[config.mk]
export PLATFORM = sky130hd
export DESIGN_NAME = ftl_top
export DESIGN_NICKNAME = d
export VERILOG_FILES = /design/src/hdl/ftl_pkg.sv /design/src/hdl/ftl_drive_stage.sv /design/src/hdl/ftl_tach_meter.sv /design/src/hdl/ftl_top.sv
export SDC_FILE = /design/constraint.sdc
export NUM_CORES = 1
export LEC_CHECK = 0
export BUFFER_PORTS_ARGS = -buffer_cell sky130_fd_sc_hd__buf_4
export CELL_PAD_IN_SITES_DETAIL_PLACEMENT = 2
export CELL_PAD_IN_SITES_GLOBAL_PLACEMENT = 2
export CORE_AREA = 2 2 296 298
export DETAILED_ROUTE_END_ITERATION = 16
export DIE_AREA = 0 0 298 300
export PLACE_DENSITY = 0.63
export SETUP_SLACK_MARGIN = 0.2
export SLEW_MARGIN = 20
export SYNTH_ARGS = -nofsm -noshare
export SYNTH_HDL_FRONTEND = slang
export SYNTH_SLANG_ARGS = --single-unit
[constraint.sdc]
create_clock -name CLK -period 6.6 [get_ports CLK]
set_input_delay 0.66 -clock CLK [delete_from_list [all_inputs] [get_ports CLK]]
set_output_delay 0.66 -clock CLK [all_outputs]
set_load 0.02 [all_outputs]
[src/hdl/ftl_pkg.sv]
/*
 * constants, types and helpers shared by the fan speed supervision block.
 * assumes a 100 MHz system clock; the 90 kHz measurement rate is an enable.
 */
package ftl_pkg;

  // ==========================================================================
  // timing
  localparam int unsigned CLK_HZ       = 100_000_000;
  localparam int unsigned MEAS_CLK_HZ  = 90_000;
  localparam int unsigned TICK_CYCLES  = CLK_HZ / MEAS_CLK_HZ;
  localparam longint      GUARD_MIN_NS = 88_880;
  localparam longint      NS_PER_S     = 1_000_000_000;
  localparam int unsigned GUARD_MIN_TICKS =
    int'((GUARD_MIN_NS * MEAS_CLK_HZ + NS_PER_S - 1) / NS_PER_S);
  localparam logic [5:0]  GUARD_MAX_TICKS = 6'h3F;

  // ==========================================================================
  // register offsets
  localparam logic [7:0] ADDR_READ_BASE  = 8'h28;
  localparam logic [7:0] ADDR_READ_LAST  = 8'h2F;
  localparam logic [7:0] ADDR_STATUS     = 8'h42;
  localparam logic [7:0] ADDR_LIMIT_BASE = 8'h54;
  localparam logic [7:0] ADDR_LIMIT_LAST = 8'h5B;
  localparam logic [7:0] ADDR_CONFIG     = 8'h7F;
  localparam logic [7:0] ADDR_ENABLE     = 8'h80;
  localparam logic [7:0] ADDR_LINK       = 8'h81;
  localparam logic [7:0] ADDR_OPT_BASE   = 8'h90;
  localparam logic [7:0] ADDR_OPT_LAST   = 8'h93;

  // ==========================================================================
  // field positions and reset values
  localparam int unsigned STAT_TACH_LSB   = 2;
  localparam int unsigned ENABLE_GROUP    = 0;
  localparam int unsigned CONFIG_SPINCUT  = 4;
  localparam logic [7:0]  RST_ENABLE      = 8'h3C;
  localparam logic [7:0]  RST_LINK        = 8'hA4;
  localparam logic [7:0]  RST_CONFIG      = 8'h00;
  localparam logic [7:0]  RST_OPT         = 8'h00;
  localparam logic [15:0] RST_LIMIT       = 16'hFFFF;
  localparam logic [15:0] READ_STALL      = 16'hFFFF;
  localparam logic [15:0] READ_SLOW       = 16'hFFFE;
  localparam logic [15:0] LIMIT_OFF       = 16'hFFFF;

  // ==========================================================================
  // types
  typedef enum logic [2:0] {
    ST_IDLE  = 3'b000,
    ST_GUARD = 3'b001,
    ST_ARM   = 3'b010,
    ST_COUNT = 3'b011,
    ST_HOLD  = 3'b100
  } ftl_state_t;

  typedef struct packed {
    logic [1:0] spare;
    logic       sync_mode;
    logic [1:0] guard_sel;
    logic [1:0] edge_sel;
    logic       slow_sel;
  } ftl_opt_t;

  typedef struct packed {
    logic        done;
    logic [15:0] value;
  } ftl_result_t;

  // ==========================================================================
  // helpers
  function automatic logic [3:0] edges_needed(input logic [1:0] sel);
    case (sel)
      2'b00:   edges_needed = 4'h2;
      2'b01:   edges_needed = 4'h3;
      2'b10:   edges_needed = 4'h5;
      default: edges_needed = 4'h9;
    endcase
  endfunction

  function automatic logic [5:0] guard_ticks(input logic [1:0] sel);
    case (sel)
      2'b00:   guard_ticks = 6'(GUARD_MIN_TICKS);
      2'b01:   guard_ticks = 6'h10;
      2'b10:   guard_ticks = 6'h20;
      default: guard_ticks = GUARD_MAX_TICKS;
    endcase
  endfunction

endpackage

[src/hdl/ftl_drive_stage.sv]
/*
 * one drive output: 256-step duty counter plus a spin-up hold.
 * assumes step is a one-cycle enable in the clk domain.
 */
`timescale 1ns/1ps
module ftl_drive_stage (
  // clock and reset
  input  wire logic       clk,
  input  wire logic       rst_b,
  // control
  input  wire logic       step,
  input  wire logic [7:0] duty,
  input  wire logic       hold_high,
  // drive
  output      logic       drive_out
);

  logic [7:0] phase_reg;
  logic       out_reg;
  wire        duty_high = (phase_reg < duty);

  always_ff @(posedge clk or negedge rst_b) begin
    if (!rst_b) begin
      phase_reg <= 8'h00;
      out_reg   <= 1'b0;
    end else begin
      if (step) begin
        phase_reg <= phase_reg + 8'h01;
      end
      // full duty leaves one low step in 256
      out_reg <= hold_high | duty_high;
    end
  end

  assign drive_out = out_reg;

endmodule

[src/hdl/ftl_tach_meter.sv]
/*
 * one speed input measurement: guard, edge count and stall or slow coding.
 * assumes edge_seen is already synchronised and tick is the 90 kHz enable.
 */
`timescale 1ns/1ps
module ftl_tach_meter (
  // clock and reset
  input  wire logic                clk,
  input  wire logic                rst_b,
  // timing and input
  input  wire logic                tick,
  input  wire logic                edge_seen,
  input  wire logic                gate,
  input  wire ftl_pkg::ftl_opt_t   opt,
  // result
  output      ftl_pkg::ftl_result_t result
);

  ftl_pkg::ftl_state_t state_reg, state_next;
  logic [5:0]  guard_reg, guard_next;
  logic [15:0] cnt_reg, cnt_next;
  logic [3:0]  edges_reg, edges_next;
  logic        done_reg, done_next;
  logic [15:0] value_reg, value_next;

  wire        gate_on  = opt.sync_mode ? gate : 1'b1;
  wire [3:0]  need     = ftl_pkg::edges_needed(opt.edge_sel);
  wire [5:0]  guard_n  = ftl_pkg::guard_ticks(opt.guard_sel);
  wire        cnt_full = (cnt_reg == 16'hFFFF);
  wire [15:0] slow_val = opt.slow_sel ? ftl_pkg::READ_SLOW : ftl_pkg::READ_STALL;
  wire        rest     = opt.sync_mode ? 1'b1 : 1'b0;

  always_comb begin
    state_next = state_reg;
    guard_next = guard_reg;
    cnt_next   = cnt_reg;
    edges_next = edges_reg;
    done_next  = 1'b0;
    value_next = value_reg;
    case (state_reg)
      ftl_pkg::ST_IDLE: begin
        guard_next = 6'h00;
        cnt_next   = 16'h0000;
        edges_next = 4'h0;
        if (gate_on) begin
          state_next = opt.sync_mode ? ftl_pkg::ST_GUARD : ftl_pkg::ST_ARM;
        end
      end
      ftl_pkg::ST_GUARD: begin
        // edges during the guard are ignored
        if (!gate_on) begin
          state_next = ftl_pkg::ST_IDLE;
        end else if (tick) begin
          guard_next = guard_reg + 6'h01;
          if (guard_reg + 6'h01 >= guard_n) begin
            state_next = ftl_pkg::ST_ARM;
          end
        end
      end
      ftl_pkg::ST_ARM: begin
        if (edge_seen && gate_on) begin
          state_next = ftl_pkg::ST_COUNT;
          cnt_next   = 16'h0000;
          edges_next = 4'h1;
        end else if (!gate_on || (tick && cnt_full)) begin
          done_next  = 1'b1;
          value_next = ftl_pkg::READ_STALL;
          state_next = rest ? ftl_pkg::ST_HOLD : ftl_pkg::ST_IDLE;
        end else if (tick) begin
          cnt_next = cnt_reg + 16'h0001;
        end
      end
      ftl_pkg::ST_COUNT: begin
        if (edge_seen && gate_on && (edges_reg + 4'h1 == need)) begin
          // window must hold a full period for 3 edges, half for 2
          done_next  = 1'b1;
          value_next = cnt_reg;
          state_next = rest ? ftl_pkg::ST_HOLD : ftl_pkg::ST_IDLE;
        end else if (!gate_on || (tick && cnt_full)) begin
          done_next  = 1'b1;
          value_next = slow_val;
          state_next = rest ? ftl_pkg::ST_HOLD : ftl_pkg::ST_IDLE;
        end else begin
          if (edge_seen) begin
            edges_next = edges_reg + 4'h1;
          end
          if (tick) begin
            cnt_next = cnt_reg + 16'h0001;
          end
        end
      end
      ftl_pkg::ST_HOLD: begin
        // one measurement per drive-on interval
        if (!gate_on) begin
          state_next = ftl_pkg::ST_IDLE;
        end
      end
      default: begin
        state_next = ftl_pkg::ST_IDLE;
      end
    endcase
  end

  always_ff @(posedge clk or negedge rst_b) begin
    if (!rst_b) begin
      state_reg <= ftl_pkg::ST_IDLE;
      guard_reg <= 6'h00;
      cnt_reg   <= 16'h0000;
      edges_reg <= 4'h0;
      done_reg  <= 1'b0;
      value_reg <= ftl_pkg::READ_STALL;
    end else begin
      state_reg <= state_next;
      guard_reg <= guard_next;
      cnt_reg   <= cnt_next;
      edges_reg <= edges_next;
      done_reg  <= done_next;
      value_reg <= value_next;
    end
  end

  assign result = {done_reg, value_reg};

endmodule

[src/hdl/ftl_top.sv]
/*
 * fan speed supervision: four speed inputs, three drive outputs, fault
 * coding of readings, fan event status, drive/speed association.
 * assumes the serial management engine outside presents one-cycle
 * register read and write strobes in the CLK domain; speed pins are
 * asynchronous and synchronised here.
 */
// Behaviour
// - speed logic assumes five tachometer edges per fan revolution.
// - after drive goes high, ignore edges for a guard time, least 88.88 us.
// - with three edges, drive must stay high one tachometer period past guard.
// - full duty holds drive high 255 of every 256 steps.
// - with two edges, longest period is twice drive-high minus guard time.
// - set fan fail flag when reading exceeds its programmed minimum limit.
// - no edge in a measurement forces the reading to all ones.
// - slow fan forces reading to FFFEh or FFFFh by slow-report bit.
// - reading stays all ones while stalled; next valid count latches later.
// - status bit sets only above limit and with its enable bit set.
// - limit of all ones blocks the status bit, even when stalled.
// - per-input enables reset on, group enable resets off and gates interrupt.
// - association register maps each speed input to one drive output.
// - spin-up cut releases drive hold once associated input runs normally.
// - synchronised mode gates measurement by associated drive on/off.
// - fan events for an input are suppressed while its drive is off.
// - reset link: drive 1 to input 1, 2 to 2, 3 to 3 and 4.
// - synchronised mode measures only while associated drive is high.
// - edges per measurement programmable as 2, 3, 5 or 9.
// - guard time programmable from 8 to 63 measurement clock periods.
// - low byte read first; high byte held latched for coherent pair.
`timescale 1ns/1ps
module ftl_top #(
  parameter int unsigned N_TACH  = 4,
  parameter int unsigned N_DRIVE = 3
) (
  // clock and reset
  input  wire logic                     CLK,
  input  wire logic                     RST_B,
  // register strobes from the management engine
  input  wire logic [7:0]               REG_ADDR,
  input  wire logic [7:0]               REG_WDATA,
  input  wire logic                     REG_WR,
  input  wire logic                     REG_RD,
  output      logic [7:0]               REG_RDATA,
  // speed pins
  input  wire logic [N_TACH-1:0]        TACH_IN,
  // automatic control requests
  input  wire logic [N_DRIVE-1:0][7:0]  DRIVE_DUTY,
  input  wire logic [N_DRIVE-1:0]       SPINUP_REQ,
  // drive pins and interrupt
  output      logic [N_DRIVE-1:0]       DRIVE_OUT,
  output      logic                     INT_B
);

  // ==========================================================================
  // registers
  logic [7:0]  config_reg;
  logic [7:0]  enable_reg;
  logic [7:0]  link_reg;
  logic [7:0]  status_reg, status_next;
  logic [7:0]  rdata_reg, rdata_next;
  logic        int_b_reg;
  logic [7:0]  opt_reg   [N_TACH];
  logic [15:0] limit_reg [N_TACH];
  logic [15:0] read_reg  [N_TACH];
  logic [7:0]  hi_shadow_reg [N_TACH];

  // ==========================================================================
  // measurement clock enable
  logic [10:0] tick_cnt_reg;
  logic        tick_reg;
  wire         tick_wrap = (tick_cnt_reg == 11'(ftl_pkg::TICK_CYCLES - 1));

  always_ff @(posedge CLK or negedge RST_B) begin
    if (!RST_B) begin
      tick_cnt_reg <= 11'h000;
      tick_reg     <= 1'b0;
    end else begin
      tick_cnt_reg <= tick_wrap ? 11'h000 : tick_cnt_reg + 11'h001;
      tick_reg     <= tick_wrap;
    end
  end

  // ==========================================================================
  // speed pin synchroniser and edge detect
  logic [N_TACH-1:0] tach_s1_reg;
  logic [N_TACH-1:0] tach_s2_reg;
  logic [N_TACH-1:0] tach_s3_reg;
  wire  [N_TACH-1:0] tach_edge = tach_s2_reg ^ tach_s3_reg;

  always_ff @(posedge CLK or negedge RST_B) begin
    if (!RST_B) begin
      tach_s1_reg <= '1;
      tach_s2_reg <= '1;
      tach_s3_reg <= '1;
    end else begin
      tach_s1_reg <= TACH_IN;
      tach_s2_reg <= tach_s1_reg;
      tach_s3_reg <= tach_s2_reg;
    end
  end

  // ==========================================================================
  // association and drive levels
  function automatic logic [1:0] link_of(input logic [7:0] link, input int idx);
    link_of = link[2*idx +: 2];
  endfunction

  logic [N_DRIVE-1:0] drive_lvl;
  logic [N_TACH-1:0]  tach_gate;
  logic [N_TACH-1:0]  tach_normal;
  logic [N_DRIVE-1:0] drive_normal;
  logic [N_DRIVE-1:0] hold_high;

  always_comb begin
    for (int t = 0; t < N_TACH; t++) begin
      tach_gate[t] = 1'b0;
      for (int d = 0; d < N_DRIVE; d++) begin
        if (link_of(link_reg, t) == 2'(d)) begin
          tach_gate[t] = drive_lvl[d];
        end
      end
    end
  end

  always_comb begin
    for (int t = 0; t < N_TACH; t++) begin
      tach_normal[t] = (read_reg[t] <= limit_reg[t])
                     && (read_reg[t] != ftl_pkg::READ_STALL)
                     && (read_reg[t] != ftl_pkg::READ_SLOW);
    end
    for (int d = 0; d < N_DRIVE; d++) begin
      drive_normal[d] = 1'b0;
      for (int t = 0; t < N_TACH; t++) begin
        if (link_of(link_reg, t) == 2'(d) && tach_normal[t]) begin
          drive_normal[d] = 1'b1;
        end
      end
    end
  end

  wire spin_cut = config_reg[ftl_pkg::CONFIG_SPINCUT];

  // spin-up hold ends early once the fan is seen turning
  assign hold_high = SPINUP_REQ & ~({N_DRIVE{spin_cut}} & drive_normal);

  genvar gd;
  generate
    for (gd = 0; gd < N_DRIVE; gd++) begin : g_drive
      ftl_drive_stage u_drive (
        .clk       (CLK),
        .rst_b     (RST_B),
        .step      (tick_reg),
        .duty      (DRIVE_DUTY[gd]),
        .hold_high (hold_high[gd]),
        .drive_out (drive_lvl[gd])
      );
    end
  endgenerate

  // ==========================================================================
  // measurement channels
  ftl_pkg::ftl_result_t result [N_TACH];

  genvar gt;
  generate
    for (gt = 0; gt < N_TACH; gt++) begin : g_tach
      ftl_tach_meter u_meter (
        .clk       (CLK),
        .rst_b     (RST_B),
        .tick      (tick_reg),
        .edge_seen (tach_edge[gt]),
        .gate      (tach_gate[gt]),
        .opt       (ftl_pkg::ftl_opt_t'(opt_reg[gt])),
        .result    (result[gt])
      );
    end
  endgenerate

  // ==========================================================================
  // address decode
  wire       hit_read   = (REG_ADDR >= ftl_pkg::ADDR_READ_BASE)
                       && (REG_ADDR <= ftl_pkg::ADDR_READ_LAST);
  wire       hit_limit  = (REG_ADDR >= ftl_pkg::ADDR_LIMIT_BASE)
                       && (REG_ADDR <= ftl_pkg::ADDR_LIMIT_LAST);
  wire       hit_opt    = (REG_ADDR >= ftl_pkg::ADDR_OPT_BASE)
                       && (REG_ADDR <= ftl_pkg::ADDR_OPT_LAST);
  wire [7:0] read_off   = REG_ADDR - ftl_pkg::ADDR_READ_BASE;
  wire [7:0] limit_off  = REG_ADDR - ftl_pkg::ADDR_LIMIT_BASE;
  wire [7:0] opt_off    = REG_ADDR - ftl_pkg::ADDR_OPT_BASE;
  wire [1:0] read_idx   = read_off[2:1];
  wire [1:0] limit_idx  = limit_off[2:1];
  wire [1:0] opt_idx    = opt_off[1:0];
  wire       status_rd  = REG_RD && (REG_ADDR == ftl_pkg::ADDR_STATUS);
  wire       group_en   = enable_reg[ftl_pkg::ENABLE_GROUP];

  // ==========================================================================
  // fan event conditions
  logic [N_TACH-1:0] fan_cond;

  always_comb begin
    for (int t = 0; t < N_TACH; t++) begin
      fan_cond[t] = (read_reg[t] > limit_reg[t])
                  && (limit_reg[t] != ftl_pkg::LIMIT_OFF)
                  && enable_reg[ftl_pkg::STAT_TACH_LSB + t]
                  && tach_gate[t];
    end
  end

  // a new event in the clearing cycle survives the clear
  always_comb begin
    status_next = status_reg & ~(status_rd ? status_reg : 8'h00);
    status_next[ftl_pkg::STAT_TACH_LSB +: N_TACH] =
      status_next[ftl_pkg::STAT_TACH_LSB +: N_TACH] | fan_cond;
  end

  wire int_on = group_en
             && |(status_reg & enable_reg & 8'(((1 << N_TACH) - 1) << ftl_pkg::STAT_TACH_LSB));

  // ==========================================================================
  // read data
  always_comb begin
    rdata_next = 8'h00;
    if (hit_read) begin
      // high byte comes from the copy taken at the low-byte read
      rdata_next = read_off[0] ? hi_shadow_reg[read_idx] : read_reg[read_idx][7:0];
    end else if (hit_limit) begin
      rdata_next = limit_off[0] ? limit_reg[limit_idx][15:8] : limit_reg[limit_idx][7:0];
    end else if (hit_opt) begin
      rdata_next = opt_reg[opt_idx];
    end else begin
      case (REG_ADDR)
        ftl_pkg::ADDR_STATUS: rdata_next = status_reg;
        ftl_pkg::ADDR_CONFIG: rdata_next = config_reg;
        ftl_pkg::ADDR_ENABLE: rdata_next = enable_reg;
        ftl_pkg::ADDR_LINK:   rdata_next = link_reg;
        default:              rdata_next = 8'h00;
      endcase
    end
  end

  // ==========================================================================
  // control registers
  always_ff @(posedge CLK or negedge RST_B) begin
    if (!RST_B) begin
      config_reg <= ftl_pkg::RST_CONFIG;
      enable_reg <= ftl_pkg::RST_ENABLE;
      link_reg   <= ftl_pkg::RST_LINK;
    end else if (REG_WR) begin
      if (REG_ADDR == ftl_pkg::ADDR_CONFIG) begin
        config_reg <= REG_WDATA;
      end
      if (REG_ADDR == ftl_pkg::ADDR_ENABLE) begin
        enable_reg <= REG_WDATA;
      end
      if (REG_ADDR == ftl_pkg::ADDR_LINK) begin
        link_reg <= REG_WDATA;
      end
    end
  end

  always_ff @(posedge CLK or negedge RST_B) begin
    if (!RST_B) begin
      for (int t = 0; t < N_TACH; t++) begin
        opt_reg[t]   <= ftl_pkg::RST_OPT;
        limit_reg[t] <= ftl_pkg::RST_LIMIT;
      end
    end else if (REG_WR) begin
      if (hit_opt) begin
        opt_reg[opt_idx] <= REG_WDATA;
      end
      if (hit_limit && limit_off[0]) begin
        limit_reg[limit_idx][15:8] <= REG_WDATA;
      end
      if (hit_limit && !limit_off[0]) begin
        limit_reg[limit_idx][7:0] <= REG_WDATA;
      end
    end
  end

  // ==========================================================================
  // readings and byte pairing
  always_ff @(posedge CLK or negedge RST_B) begin
    if (!RST_B) begin
      for (int t = 0; t < N_TACH; t++) begin
        read_reg[t]      <= ftl_pkg::READ_STALL;
        hi_shadow_reg[t] <= 8'h00;
      end
    end else begin
      for (int t = 0; t < N_TACH; t++) begin
        if (result[t].done) begin
          read_reg[t] <= result[t].value;
        end
      end
      if (REG_RD && hit_read && !read_off[0]) begin
        hi_shadow_reg[read_idx] <= read_reg[read_idx][15:8];
      end
    end
  end

  // ==========================================================================
  // status, interrupt and read port
  always_ff @(posedge CLK or negedge RST_B) begin
    if (!RST_B) begin
      status_reg <= 8'h00;
      int_b_reg  <= 1'b1;
      rdata_reg  <= 8'h00;
    end else begin
      status_reg <= status_next;
      int_b_reg  <= ~int_on;
      if (REG_RD) begin
        rdata_reg <= rdata_next;
      end
    end
  end

  assign REG_RDATA = rdata_reg;
  assign DRIVE_OUT = drive_lvl;
  assign INT_B     = int_b_reg;

endmodule

==> results.md, run 1 <==
- Status: completed
- Largest family of logic cells by synthesized area: simple AND/OR/NAND/NOR gates
- Post-synthesis mux area share: 12.4%
- Synth Warn #: 0
- Synth area leaders: dfrtp_1, dfstp_2, mux2_2
- Count leader, synth: dfrtp_1
- Clock Skew: 0.0195 ns
- Final Hold Slack: 0.0573 ns
- Final hold viol count: 0
- Initial antenna violation count: 4
- GRT overflow: 0
- Fmax: 0.328 GHz
- Hold WC Path Type: input pin to asynchronous set/reset pin
- Clk pin slew, worst setup/hold paths: 0.06 ns
- Internal power: 7.02 mW
- First-pass GRT wire length: 133,000 um
- CP top delay family: compound AO/OA/AOI/OAI gates
- Worst Max-Slew Pin Slew: 1.08 ns
- Combinational share of power: 21.7%
- Unrepaired setup endpoints after global routing: no
- Remaining antenna violation count: 0
- DR WL/cell: 23.6 um
- Final Util: 34.1%
- Number of setup buffers added after CTS: 0
- Post-synth EDFFs: 0
- Most numerous cell on the critical path: nand2b_1
- H-tree depth: 2
- Simple-gate area share of the yosys netlist: 14.3%
- Setup crit start: link_reg[4]
- GRT Util Overall: 19.0%
- Critical Path Sink Type: register
- Synth Flop Type: dfrtp_1
- Mapped Area: 25,600 sq um
- Max-slew headroom: 27.2%
- Die area: 89,400 sq um
- Synthesized instance count: 2,342
- Fin nets: 2,565
- Io pins: 63
- Core ar.: 86,200 sq um
- NetSw: 3.33 mW
- Die span in x: 298 um
- Fillers: 9,171
- Fin crit period: 3.05 ns
- Compound-gate portion of the synthesized area: 12.3%
- Share of the synthesized area in the top cell type: 25.0%
- Layout cells sized above 1: 27.4%
- Crit-path max cell delay: 0.79 ns
- Max-cap violations: 0
- Hold buffer count at cts: 0
- CP arrival: 3.58 ns
- Clk buf depth: 3
- Crit path launch type: register
- Area delta synth->final: 14.7%
- Synth Area in Adders: 6.74%
- Clock power frac: 34.6%
- Crit-path max FO: 17
- Flop pwr share: 43.8%
- Total clock sinks: 468
- Period utilisation layout: 46.2%
- DP HPWL: 62,300 um
- Switching Share: 32.1%
- Final Max Slew Viols: 0
- Power per cell area: 352 nW/um^2
- Avg Cell Area, Syn: 10.9 sq um
- Port bufs: 62
- Post-Place Worst Slack: 2.76 ns
- Top post-synthesis cells by count: dfrtp_1, dfstp_2, nand2_1
- DRC viols: 0
- Syn nets: 2,531
- CTS root buf: clkbuf_16
- Total Wirelength: 84,600 um
- Detail-routed via count per cell: 5.34
- Via count: 19.1k
- Async S/R FF share, synth: 100%
- Rows: 108
- Worst-skew pair later-pin latency: 0.63 ns
- Buf/Inv on CP: 0
- #FFs+latches synth: 468
- Crit path cell chain: nand2b_1 -> o221ai_2 -> nand2_1 -> a211oi_4 -> a31oi_1 -> nand2b_1 -> o31ai_1
- First DRT Iteration DRCs: 1,021
- Area leader, netlist: dfrtp_1
- Post-cts gate resize count: 0
- Final worst slack: 3.55 ns
- Setup-failing EPs final: 0
- Reg2reg start: link_reg[4]
- Post-synthesis xor/xnor area fraction: 3.55%
- Max VDD drop: 0.206 mV
- GP Congestion: 0.850
- Initial cell density of the core: 29.7%
- Slowest library cell on the worst path: a211oi_4
- Pleak: 13.0 nW
- Setup_tns: 0 ns
- Yosys cell types: 94
- Die Height: 300 um
- Vias in the first global route: 21.4k
- CTS tree: yes
- CP required: 7.13 ns
- Drt pass-1 iters: 5
- CTS Buf Count: 58
- CP Class: register to register
- Sequential cell area fraction in the yosys report: 46.7%
- Pin count of the biggest net entering global routing: 123
[final timing paths]
path	slack, ns	end	cells past startpoint
worst max-delay path	3.55	g_tach[2].u_meter.edges_reg[3]	7
worst min-delay path	0.06	g_tach[0].u_meter.guard_reg[0]	1
worst max register to register	3.55	g_tach[2].u_meter.edges_reg[3]	7
worst min register to register	0.35	tach_s2_reg[2]	0
max in group asynchronous	5.04	hi_shadow_reg[13]	2
min in group CLK	0.14	tach_s1_reg[3]	1
[logic make-up after synthesis]
| logic type | after synthesis |
|---|---|
| DFF | 468 |
| and+or+nand+nor | 704 |
| muxes | 238 |
| adders and majority gates | 138 |
| buffers and inverters | 248 |
| xor gates and xnor gates | 104 |
| AOI/OAI and AO/OA | 442 |
[layout make-up]
class / instances / area, sq um / share of cell area [%]
diodes: 1 / 2.50 / 0.00851
clock buffers: 81 / 1740 / 5.93
clock inverters: 29 / 419 / 1.43
inverters: 145 / 544 / 1.85
multi-input cells: 1626 / 12700 / 43.1
flip-flops and latches: 468 / 12000 / 40.7
well taps: 1155 / 1450 / 4.91
repair buffers: 77 / 611 / 2.08
[layout by cell type (no fill, tap or decap), types with 11 or more instances in the layout]
cell | synthesis | layout
a211oi_1 | 16 | 15
a21o_1 | 25 | 25
a21oi_1 | 71 | 70
a22o_1 | 12 | 12
a31oi_1 | 17 | 17
and2_1 | 16 | 16
and3_1 | 24 | 24
buf_4 | 4 | 74
clkbuf_16 | 0 | 62
clkbuf_8 | 0 | 12
dfrtp_1 | 256 | 255
dfstp_2 | 212 | 212
ha_1 | 138 | 138
inv_1 | 145 | 145
mux2_2 | 163 | 163
mux2i_1 | 27 | 27
mux4_2 | 48 | 48
nand2_1 | 190 | 190
nand2b_1 | 22 | 22
nand3_1 | 85 | 85
nand4_1 | 85 | 85
nor2_1 | 147 | 147
nor2b_1 | 14 | 14
nor3_1 | 20 | 19
nor4_1 | 21 | 18
o211ai_1 | 16 | 16
o21ai_0 | 114 | 114
o22a_1 | 61 | 61
o22ai_1 | 11 | 11
xnor2_1 | 48 | 48
xor2_1 | 56 | 56
[stage by stage]
stage / std cells / cell area (sq um) / total power [mW]
after global routing: 3581 / 29400 / 10.9
final: 3582 / 29400 / 10.3
after floorplan: 2342 / 25600 / 5.82
after detailed placement: 3471 / 27200 / 6.82
after global placement: 3471 / 27200 / 6.65
after CTS: 3581 / 29400 / 10.5
[per-layer routing]
layer  GRT usage [%]  part of all wire, %
met5               0                    0
met4            5.78                  2.9
met3            2.57                  3.4
met2            32.2                   49
met1            25.4                   45
[power groups by stage]
stage | combinational (mW) | clock, mW | sequential, mW
2_1_floorplan | 1.78 | 0 | 4.04
3_3_place_gp | 2.12 | 0 | 4.53
3_5_place_dp | 2.25 | 0 | 4.57
4_1_cts | 2.27 | 3.68 | 4.53
5_1_grt | 2.51 | 3.78 | 4.61
6_report | 2.24 | 3.57 | 4.53
(Power assumes the default switching activity.)
==> inputs of run 2 (changes only) <==
==> constraint.sdc (replaced) <==
create_clock -name CLK -period 3.1 [get_ports CLK]
set_input_delay 0.31 -clock CLK [delete_from_list [all_inputs] [get_ports CLK]]
set_output_delay 0.31 -clock CLK [all_outputs]
set_load 0.02 [all_outputs]
==> run 2 against run 1 <==
Sequential power up 110%; register-to-register slack worse by 3.1 ns; hold slack worse by 0.033 ns; power up 110%; clock skew up 0.0023 ns; die area unchanged; count of clock-buffer cells in the layout down 5; flip-flop and latch count unchanged; worst setup slack worse by 3.1 ns.
==> results.md, run 2 (synthesis results as in run 1) <==
- Status: completed
- Fmax: 0.371 GHz
- Final instance area: 29,700 sq um
- Pin count of the biggest net entering global routing: 83
- Internal power: 14.3 mW
- Flop pwr share: 44.9%
- Max-cap violations: 0
- Layout cells sized above 1: 28.4%
- Commonest non-fill, non-tap cell in the layout: dfrtp_1
- Final hold viol count: 0
- Via count: 19.5k
- Setup-failing EPs final: 0
- Initial antenna violation count: 3
- Total clock sinks: 468
- Total Wirelength: 87,800 um
- CP required: 3.65 ns
- Rows: 108
- Max-slew headroom: 45.7%
- Worst Max-Slew Pin Slew: 0.807 ns
- Clock Skew: 0.0218 ns
- Worst-skew pair later-pin latency: 0.63 ns
- Remaining antenna violation count: 0
- DRC viols: 0
- Final Max Slew Viols: 0
- Detail-routed via count per cell: 5.35
- GRT overflow: 0
- Drt pass-1 iters: 7
- Die area: 89,400 sq um
- Fillers: 9,188
- Switching Share: 33.4%
- DP HPWL: 65,500 um
- Port bufs: 62
- DP Area: 27,700 sq um
- Power per cell area: 725 nW/um^2
- Clk buf depth: 3
- Pleak: 13.2 nW
- DR WL/cell: 24.1 um
- H-tree depth: 2
- First DRT Iteration DRCs: 830
- Io pins: 63
- Most frequent cells in the layout: dfrtp_1, dfstp_2, nand2_1
- Die Height: 300 um
- Unrepaired setup endpoints after global routing: no
- Vias in the first global route: 21.7k
- Setup_tns: 0 ns
- CTS root buf: clkbuf_16
- GP Congestion: 0.889
- Fin nets: 2,625
- Area delta synth->final: 15.7%
- CTS Buf Count: 57
- GRT Util Overall: 19.8%
- CP arrival: 3.25 ns
- NetSw: 7.18 mW
- Hold WC Path Type: input pin to register
- Combinational share of power: 23.2%
- Period utilisation layout: 87.0%
- Core ar.: 86,200 sq um
- First-pass GRT wire length: 138,000 um
- Max VDD drop: 0.424 mV
- CTS tree: yes
- Clock power frac: 31.9%
- Crit-path max FO: 15
- Clk pin slew, worst setup/hold paths: 0.05 ns
- Fin crit period: 2.70 ns
- CP Class: register to register
- Critical Path Sink Type: register
- Die span in x: 298 um
- Initial cell density of the core: 29.7%
- Crit path launch type: register
## run 2: area by class of cell
class / count / area [sq um] / area share, %
clock buffer: 76 / 1590 / 5.36
multi-input combinational: 1626 / 12600 / 42.6
sequential: 468 / 12000 / 40.4
timing repair buffer: 138 / 1140 / 3.83
clock inverter: 31 / 317 / 1.07
inverter: 145 / 544 / 1.83
tap: 1155 / 1450 / 4.87
antenna: 2 / 5.00 / 0.0169
## run 2: power groups by stage
stage / clock (mW) / combinational, mW / sequential, mW
after global routing: 7.32 / 5.54 / 9.79
final: 6.87 / 4.98 / 9.65
after detailed placement: 0 / 4.96 / 9.71
after global placement: 0 / 4.67 / 9.62
after CTS: 7.08 / 5.02 / 9.63
after floorplan: 0 / 3.79 / 8.61
## run 2: metal layers
layer	routed length, um	GRT usage (%)
met3	3200	2.41
met1	39300	26.3
met2	41800	32.9
met5	0	0
met4	3510	7.67
## run 2: worst paths after layout
check / to / cells after the start / slack, ns / startpoint
min in group asynchronous: g_tach[0].u_meter.guard_reg[2] / 2 / 0.28 / RST_B
max: g_tach[1].u_meter.cnt_reg[3] / 8 / 0.40 / g_tach[1].u_meter.edges_reg[0]
min: g_drive[1].u_drive.drive_out / 3 / 0.02 / SPINUP_REQ[1]
min reg2reg: tach_s2_reg[1] / 0 / 0.35 / tach_s1_reg[1]
max reg2reg: g_tach[1].u_meter.cnt_reg[3] / 8 / 0.40 / g_tach[1].u_meter.edges_reg[0]
max in group asynchronous: read_reg[10] / 3 / 1.84 / RST_B
## run 2: timing repair
item                                    CTS  global route
setup buffers                             0             0
gates resized for setup                   0             4
endpoints found under the setup margin    0             9
hold buffers                              7             0
endpoints found under the hold margin    45             0
## run 2: worst max-delay path, stage by stage (launching register included)
cell and delay [ns]:
dfrtp_1 0.52, ha_1 0.32, and4b_1 0.23, o21ai_1 0.22
a311oi_4 0.13, a31o_2 0.40, a21o_1 0.26, or4_1 0.47
nand2_1 0.08
## run 2: stage by stage
| stage | hold slack [ns] | cells | power (mW) | setup slack, ns | utilization (%) |
|---|---|---|---|---|---|
| 3_5_place_dp | 0.347 | 3525 | 14.7 | 0.273 | 32.1 |
| 6_report | 0.0242 | 3641 | 21.5 | 0.402 | 34.4 |
| 5_1_grt | 0.0188 | 3639 | 22.7 | 0.180 | 34.4 |
| 3_3_place_gp | 0.347 | 3525 | 14.3 | 0.394 | 32.1 |
| 4_1_cts | 0.00261 | 3639 | 21.7 | 0.254 | 34.4 |
| 2_1_floorplan | 0.0144 | 2342 | 12.4 | 0.696 | - |
